==> src/shared/lsal_regs.vh <==
// Purpose: constants for the limit status and alert logic
// Assumes: byte-wide register port, one clock (sys_clk)
// Notes:   offsets are the device register addresses
//
// Overview of operation
// - Primary bit 7 summarises any secondary flag
// - Primary bits 6..4: remote2, local, remote1 temperature
// - Primary bits 3..0: 5V, supply, core, 2.5V
// - Secondary bits 7,6: diode two, one faults
// - Secondary bits 5..2: tachometers four..one slow
// - Secondary bit 1 overtemperature, bit 0 12V
// - Flags sticky until condition gone and read
// - Alert held while out of limit, until read
// - Masking blocks alert only, flag still sets
// - Primary mask bit 7 enables secondary mask
// - Primary mask bits 6..0 block primary sources
// - Secondary mask bits 7..0 block secondary sources
// - Shared pin is drive output unless config bit0
// - High limit uses greater; low uses less-or-equal
// - Flag follows latest comparison on its channel

`ifndef LSAL_REGS_VH
`define LSAL_REGS_VH

`define LSAL_ADDR_W          8
`define LSAL_DATA_W          8

// register addresses
`define LSAL_ADDR_FLAGS_PRI  8'h41
`define LSAL_ADDR_FLAGS_SEC  8'h42
`define LSAL_ADDR_BLOCK_PRI  8'h74
`define LSAL_ADDR_BLOCK_SEC  8'h75
`define LSAL_ADDR_CONFIG3    8'h78

// reset values
`define LSAL_RST_BYTE        8'h00
`define LSAL_RST_FLAGS       15'h0000
`define LSAL_RST_CHAN        8'h00
`define LSAL_RST_BIT         1'b0
`define LSAL_RST_ALERT_N     1'b1

// field positions
`define LSAL_SUMMARY_BIT     7
`define LSAL_SEC_ENABLE_BIT  7
`define LSAL_ALERT_SEL_BIT   0
`define LSAL_PRI_SRC_N       7
`define LSAL_SEC_SRC_N       8
`define LSAL_SRC_N           15

// analog measurement channel codes
`define LSAL_CHAN_W          3
`define LSAL_CHAN_N          8
`define LSAL_CH_2V5          3'h0
`define LSAL_CH_CORE         3'h1
`define LSAL_CH_SUPPLY       3'h2
`define LSAL_CH_5V           3'h3
`define LSAL_CH_12V          3'h4
`define LSAL_CH_REMOTE1      3'h5
`define LSAL_CH_LOCAL        3'h6
`define LSAL_CH_REMOTE2      3'h7

`endif

==> src/rtl/lsal_core.v <==
// Purpose: sticky limit status, alert masking and shared pin select
// Assumes: all inputs come from logic on sys_clk; reads/writes are
//          one-cycle strobes from the serial register interface
// Notes:   a status read returns the flags and then clears those
//          whose condition has gone away; a live condition wins
//          over the clear in the same cycle; writes to the status
//          registers are ignored
`timescale 1ns/100ps
`include "lsal_regs.vh"

module lsal_core (
    input  wire                    sys_clk,
    input  wire                    rst_b,
    input  wire [`LSAL_ADDR_W-1:0] reg_addr,
    input  wire                    reg_wr,
    input  wire                    reg_rd,
    input  wire [`LSAL_DATA_W-1:0] reg_wdata,
    output reg  [`LSAL_DATA_W-1:0] reg_rdata,
    input  wire                    meas_valid,
    input  wire [`LSAL_CHAN_W-1:0] meas_chan,
    input  wire [`LSAL_DATA_W-1:0] meas_value,
    input  wire [`LSAL_DATA_W-1:0] meas_high_limit,
    input  wire [`LSAL_DATA_W-1:0] meas_low_limit,
    input  wire                    tach_one_slow,
    input  wire                    tach_two_slow,
    input  wire                    tach_three_slow,
    input  wire                    tach_four_slow,
    input  wire                    diode_one_fault,
    input  wire                    diode_two_fault,
    input  wire                    critical_temp_limit,
    input  wire                    pwm_drive_in,
    output reg                     alert_n,
    output reg                     second_drive_output
);

    // address decode shared by reads and writes
    function addr_hit;
        input [`LSAL_ADDR_W-1:0] addr;
        input [`LSAL_ADDR_W-1:0] target;
        begin
            addr_hit = (addr == target);
        end
    endfunction

    reg  [`LSAL_CHAN_N-1:0] chan_out;
    reg  [`LSAL_SRC_N-1:0]  flags;
    reg  [`LSAL_DATA_W-1:0] alert_block_primary;
    reg  [`LSAL_DATA_W-1:0] alert_block_secondary;
    reg                     alert_pin_sel;
    reg  [`LSAL_DATA_W-1:0] next_rdata;

    wire                    cmp_out;
    wire                    cmp_signed;
    wire [`LSAL_SRC_N-1:0]  live_cond;
    wire [`LSAL_SRC_N-1:0]  flag_clear;
    wire [`LSAL_SRC_N-1:0]  next_flags;
    wire [`LSAL_SRC_N-1:0]  eff_block;
    wire [`LSAL_DATA_W-1:0] limit_flags_primary;
    wire [`LSAL_DATA_W-1:0] limit_flags_secondary;
    wire                    rd_primary;
    wire                    rd_secondary;
    wire                    next_alert_n;
    wire                    next_pin;
    wire                    wr_block_pri;
    wire                    wr_block_sec;
    wire                    wr_config;
    wire [`LSAL_DATA_W-1:0] cfg_rdata;
    wire [`LSAL_SRC_N-1:0]  alert_src;

    // temperature channels compare as signed values
    assign cmp_signed = (meas_chan == `LSAL_CH_REMOTE1) ||
                        (meas_chan == `LSAL_CH_LOCAL) ||
                        (meas_chan == `LSAL_CH_REMOTE2);

    lsal_limit_cmp u_cmp (
        .value        (meas_value),
        .high_limit   (meas_high_limit),
        .low_limit    (meas_low_limit),
        .is_signed    (cmp_signed),
        .out_of_limit (cmp_out)
    );

    // latest comparison result per analog channel
    always @(posedge sys_clk) begin
        if (!rst_b) begin
            chan_out <= `LSAL_RST_CHAN;
        end else if (meas_valid) begin
            chan_out[meas_chan] <= cmp_out;
        end
    end

    // live conditions: bits 6..0 primary, 14..7 secondary
    assign live_cond = {
        diode_two_fault,
        diode_one_fault,
        tach_four_slow,
        tach_three_slow,
        tach_two_slow,
        tach_one_slow,
        critical_temp_limit,
        chan_out[`LSAL_CH_12V],
        chan_out[`LSAL_CH_REMOTE2],
        chan_out[`LSAL_CH_LOCAL],
        chan_out[`LSAL_CH_REMOTE1],
        chan_out[`LSAL_CH_5V],
        chan_out[`LSAL_CH_SUPPLY],
        chan_out[`LSAL_CH_CORE],
        chan_out[`LSAL_CH_2V5]
    };

    assign rd_primary   = reg_rd && addr_hit(reg_addr, `LSAL_ADDR_FLAGS_PRI);
    assign rd_secondary = reg_rd && addr_hit(reg_addr, `LSAL_ADDR_FLAGS_SEC);

    // status registers take no writes
    assign wr_block_pri = reg_wr && addr_hit(reg_addr, `LSAL_ADDR_BLOCK_PRI);
    assign wr_block_sec = reg_wr && addr_hit(reg_addr, `LSAL_ADDR_BLOCK_SEC);
    assign wr_config    = reg_wr && addr_hit(reg_addr, `LSAL_ADDR_CONFIG3);

    // sticky flags: a live condition always wins over a read clear
    genvar i;
    generate
        for (i = 0; i < `LSAL_SRC_N; i = i + 1) begin : g_flag
            if (i < `LSAL_PRI_SRC_N) begin : g_pri
                assign flag_clear[i] = rd_primary;
            end else begin : g_sec
                assign flag_clear[i] = rd_secondary;
            end
            assign next_flags[i] = live_cond[i] |
                                   (flags[i] & ~flag_clear[i]);
        end
    endgenerate

    always @(posedge sys_clk) begin
        if (!rst_b) begin
            flags <= `LSAL_RST_FLAGS;
        end else begin
            flags <= next_flags;
        end
    end

    assign limit_flags_secondary = flags[`LSAL_SRC_N-1:`LSAL_PRI_SRC_N];
    assign limit_flags_primary   = {
        |limit_flags_secondary,
        flags[`LSAL_PRI_SRC_N-1:0]
    };

    // mask registers and pin select
    always @(posedge sys_clk) begin
        if (!rst_b) begin
            alert_block_primary   <= `LSAL_RST_BYTE;
            alert_block_secondary <= `LSAL_RST_BYTE;
            alert_pin_sel         <= `LSAL_RST_BIT;
        end else begin
            if (wr_block_pri) begin
                alert_block_primary <= reg_wdata;
            end
            if (wr_block_sec) begin
                alert_block_secondary <= reg_wdata;
            end
            if (wr_config) begin
                alert_pin_sel <= reg_wdata[`LSAL_ALERT_SEL_BIT];
            end
        end
    end

    // secondary mask only counts while primary bit 7 is set
    assign eff_block = {
        alert_block_secondary &
            {`LSAL_SEC_SRC_N{alert_block_primary[`LSAL_SEC_ENABLE_BIT]}},
        alert_block_primary[`LSAL_PRI_SRC_N-1:0]
    };

    // one bit per source that may pull the alert low
    assign alert_src    = next_flags & ~eff_block;
    // sticky flags keep the alert low until the read clears them
    assign next_alert_n = ~|alert_src;
    assign next_pin     = alert_pin_sel ? next_alert_n : pwm_drive_in;

    always @(posedge sys_clk) begin
        if (!rst_b) begin
            alert_n <= `LSAL_RST_ALERT_N;
        end else begin
            alert_n <= next_alert_n;
        end
    end

    always @(posedge sys_clk) begin
        if (!rst_b) begin
            second_drive_output <= `LSAL_RST_BIT;
        end else begin
            second_drive_output <= next_pin;
        end
    end

    assign cfg_rdata = {{(`LSAL_DATA_W-1){1'b0}}, alert_pin_sel};

    // read data: value before this read's clear takes effect
    always @* begin
        next_rdata = `LSAL_RST_BYTE;
        if (addr_hit(reg_addr, `LSAL_ADDR_FLAGS_PRI)) begin
            next_rdata = limit_flags_primary;
        end
        if (addr_hit(reg_addr, `LSAL_ADDR_FLAGS_SEC)) begin
            next_rdata = limit_flags_secondary;
        end
        if (addr_hit(reg_addr, `LSAL_ADDR_BLOCK_PRI)) begin
            next_rdata = alert_block_primary;
        end
        if (addr_hit(reg_addr, `LSAL_ADDR_BLOCK_SEC)) begin
            next_rdata = alert_block_secondary;
        end
        if (addr_hit(reg_addr, `LSAL_ADDR_CONFIG3)) begin
            next_rdata = cfg_rdata;
        end
    end

    always @(posedge sys_clk) begin
        if (!rst_b) begin
            reg_rdata <= `LSAL_RST_BYTE;
        end else if (reg_rd) begin
            reg_rdata <= next_rdata;
        end
    end

endmodule // lsal_core

==> src/rtl/lsal_limit_cmp.v <==
// Purpose: out-of-limit comparison of one measurement
// Assumes: temperature values are two's complement
// Notes:   purely combinational
`timescale 1ns/100ps
`include "lsal_regs.vh"

module lsal_limit_cmp (
    input  wire [`LSAL_DATA_W-1:0] value,
    input  wire [`LSAL_DATA_W-1:0] high_limit,
    input  wire [`LSAL_DATA_W-1:0] low_limit,
    input  wire                    is_signed,
    output wire                    out_of_limit
);
    wire over_u;
    wire under_u;
    wire over_s;
    wire under_s;

    assign over_u  = value > high_limit;
    assign under_u = value <= low_limit;
    assign over_s  = $signed(value) > $signed(high_limit);
    assign under_s = $signed(value) <= $signed(low_limit);

    assign out_of_limit = is_signed ? (over_s | under_s) : (over_u | under_u);
endmodule // lsal_limit_cmp

==> config.mk <==
export PLATFORM = sky130hd
export DESIGN_NAME = lsal_core
export DESIGN_NICKNAME = d
export VERILOG_FILES = /design/src/rtl/lsal_core.v /design/src/rtl/lsal_limit_cmp.v
export VERILOG_INCLUDE_DIRS = /design/src /design/src/shared
export SDC_FILE = /design/constraint.sdc
export NUM_CORES = 1
export LEC_CHECK = 0
export BUFFER_PORTS_ARGS = -buffer_cell sky130_fd_sc_hd__buf_2
export CAP_MARGIN = 15
export CELL_PAD_IN_SITES_DETAIL_PLACEMENT = 1
export CELL_PAD_IN_SITES_GLOBAL_PLACEMENT = 1
export CORE_MARGIN = 1.5
export CORE_UTILIZATION = 42
export DETAILED_ROUTE_END_ITERATION = 8
export PLACE_DENSITY = 0.91
export SETUP_SLACK_MARGIN = 0.3
export SLEW_MARGIN = 30
export SYNTH_ARGS = -nofsm -noshare
export SYNTH_HDL_FRONTEND = slang
export SYNTH_SLANG_ARGS = --single-unit
==> constraint.sdc <==
create_clock -name sys_clk -period 2.6 [get_ports sys_clk]
set_input_delay 0.39 -clock sys_clk [delete_from_list [all_inputs] [get_ports sys_clk]]
set_output_delay 0.39 -clock sys_clk [all_outputs]
set_load 0.005 [all_outputs]
==> summary.txt <==
Run status
  • Run status: complete, no violations

Logic synthesis
  • YS warnings: 0
  • Seq cells post-synth: 50
  • Cells after synthesis: 349
  • Register area share after synthesis: 36.0%
  • EDFF count, synth: 0
  • Top cell type by total area after synthesis: dfxtp_1
  • Top FF cell, synth: dfxtp_1
  • Synth Area per Inst: 7.97 um^2
  • Synth top area cells: dfxtp_1, a21oi_1, ha_1
  • Synth unique cells: 52
  • Cell Area, Synth: 2780 um^2
  • Top cell type's share of synthesized area: 36.0%
  • Synth async-reset ratio: 0%
  • Syn Nets: 421

Route
  • Starting DRT DRC Count: 310
  • WL/cell: 17.7 um
  • Post-Route WL: 8.68 mm
  • DRC viols: 0
  • DRT antenna net count: 0
  • Drt pass-1 iters: 5
  • Number of vias per cell: 5.98
  • Via count: 2,930

Global routing
  • Total GRT Usage: 24.7%
  • First-pass GRT wire length: 14.1 mm
  • Vias in the first global route: 2,853
  • Grt total ovfl: 0
  • Pin count of the biggest net entering global routing: 23
  • Initial antenna violation count: 0

Setup path
  • Worst R2R Path Depth: 5
  • Worst setup path endpoint: second_drive_output
  • Kind of critical path: reg2reg
  • CP required: 2.83 ns
  • RR Startpoint: alert_block_secondary[4]
  • Worst setup EP type: register
  • Crit path launch type: register
  • Reg2Reg Setup Slack: 0.47 ns
  • R2r endpoint: second_drive_output
  • Crit-path max FO: 4
  • Critical Path Source: alert_block_secondary[4]
  • CP Data Arrival Time: 2.36 ns

Layout
  • Area of the multi-input gates: 1580 um^2
  • Most common cell after layout, fill and taps aside: buf_2
  • P&R area growth vs syn: 18.9%
  • Most frequent cells in the layout: buf_2, dfxtp_1, a21oi_1
  • Final net count: 484
  • Seq. cell area: 1000 um^2
  • Fill count: 824
  • Share of layout cells above drive strength 1: 21.3%
  • Ant. Diodes: 0

STA
  • Hold Vio Cnt, Final: 0
  • Worst Tran Pin Value: 0.691 ns
  • Slew margin rel.: 53.9%
  • Max Clock Freq: 0.470 GHz
  • Final setup TNS: 0 ns
  • RSZ-0062 raised after global routing: false
  • Min cycle time layout: 2.13 ns
  • Crit share post-route: 81.8%
  • Clk_skew: 0.0123 ns
  • Count of final setup violators: 0
  • Final Max Tran Viols: 0

Power
  • P_leak: 1.37 nW
  • Total Power: 0.00173 W
  • PD cells: 522 nW/um^2
  • Maximum vdd ir drop: 255 uV

Clock network
  • Max clock buf depth: 2
  • Num CTS Buffers: 5
  • Root Driver: clkbuf_8
  • Post-CTS Setup Bufs: 0
  • Clk slew on worst S/H paths: 0.10 ns
  • Max H-tree Level: 2
  • TritonCTS clock tree: done
  • Cts repair resizes: 0
  • Worst-Skew Late Latency: 0.31 ns
  • Sinks on Clock Net: 50
  • Hold-fix buffers at CTS: 0

Die
  • Starting density of the core: 43.5%
  • Die Area: 7120 um^2
  • Site Rows: 29
  • Die Height: 84.4 um
  • Chip Width: 84.4 um
  • Core area: 6390 um^2
  • # IOs: 66

Job
  • Max cap viols: 0

Hold path
  • Worst Hold Class: in2reg

Placement
  • Hpwl dp: 6.72 mm
  • Port bufs: 65
  • Gpl congestion: 0.942
## logic make-up after synthesis
| kind of cell | after synthesis | share of synthesized area, % |
|---|---|---|
| simple gates | 123 | 23.0 |
| compound gates | 114 | 26.1 |
| flops | 50 | 36.0 |
| buf+inv | 45 | 7.29 |
| fa+ha+maj | 16 | 7.20 |
| mux | 1 | 0.360 |
## report_power, final
part	leakage [nW]	switching [W]	internal [W]
Clock	0.0683	0.000268	0.000385
Sequential	0.408	0.0000249	0.000791
Combinational	0.891	0.000144	0.000113
## per-layer routing
layer,global-route usage (%),share of wire [%]
met2,41.9,47
met3,4.03,7.8
met4,7.18,2.7
met1,32.5,42
met5,0,0
## sequential cells by signal, summed over array words and instances, names as in the netlist
register               cells
alert_pin_sel              1
second_drive_output        1
alert_n                    1
alert_block_primary        8
flags                     15
chan_out                   8
alert_block_secondary      8
reg_rdata                  8
## final cells by class
cell class / instances / share of cell area [%]
Multi-Input combinational cell: 254 / 47.9
Sequential cell: 50 / 30.3
Timing Repair Buffer: 72 / 11.4
Inverter: 29 / 3.29
Tap cell: 77 / 2.92
Clock buffer: 5 / 2.08
Clock inverter: 3 / 2.08
## critical path, stage by stage (launching register included)
cell	delay, ns
dfxtp_1	0.43
o22ai_1	0.16
or4_1	0.51
a2111oi_0	0.49
nand2_1	0.18
o31ai_2	0.27
## worst min-delay path by stage
| stage | from | end | slack (ns) | depth (start not counted) |
|---|---|---|---|---|
| after floorplan | chan_out[2] | flags[2] | 0.45 | 2 |
| after global placement | chan_out[3] | flags[3] | 0.48 | 2 |
| after detailed placement | alert_block_primary[2] | alert_block_primary[2] | 0.50 | 2 |
| after CTS | tach_four_slow | flags[12] | 0.32 | 3 |
| after global routing | tach_four_slow | flags[12] | 0.32 | 3 |
| final | tach_four_slow | flags[12] | 0.31 | 3 |
## Yosys cell counts, types with 4 or more instances
master,count
a21oi_1,48
nand3_1,18
ha_1,16
a22oi_1,7
nor2_1,33
nand4_1,5
nor2b_1,6
inv_1,29
a221oi_1,4
a2bb2oi_1,4
o21ai_0,15
dfxtp_1,50
a211oi_1,5
nand2_1,36
clkbuf_1,9
o22ai_1,9
## through the flow
step	instance area, um^2	util (%)	setup slack, ns	instances	hold WS [ns]
6_report	3300	51.7	0.473	490	0.311
5_1_grt	3300	51.7	0.369	490	0.324
4_1_cts	3300	51.7	0.494	490	0.319
3_5_place_dp	3170	49.6	0.396	482	0.495
3_3_place_gp	3170	49.6	0.488	482	0.479
2_1_floorplan	2780	-	0.754	349	0.448
Note: power is estimated with default switching activity, not from simulation.
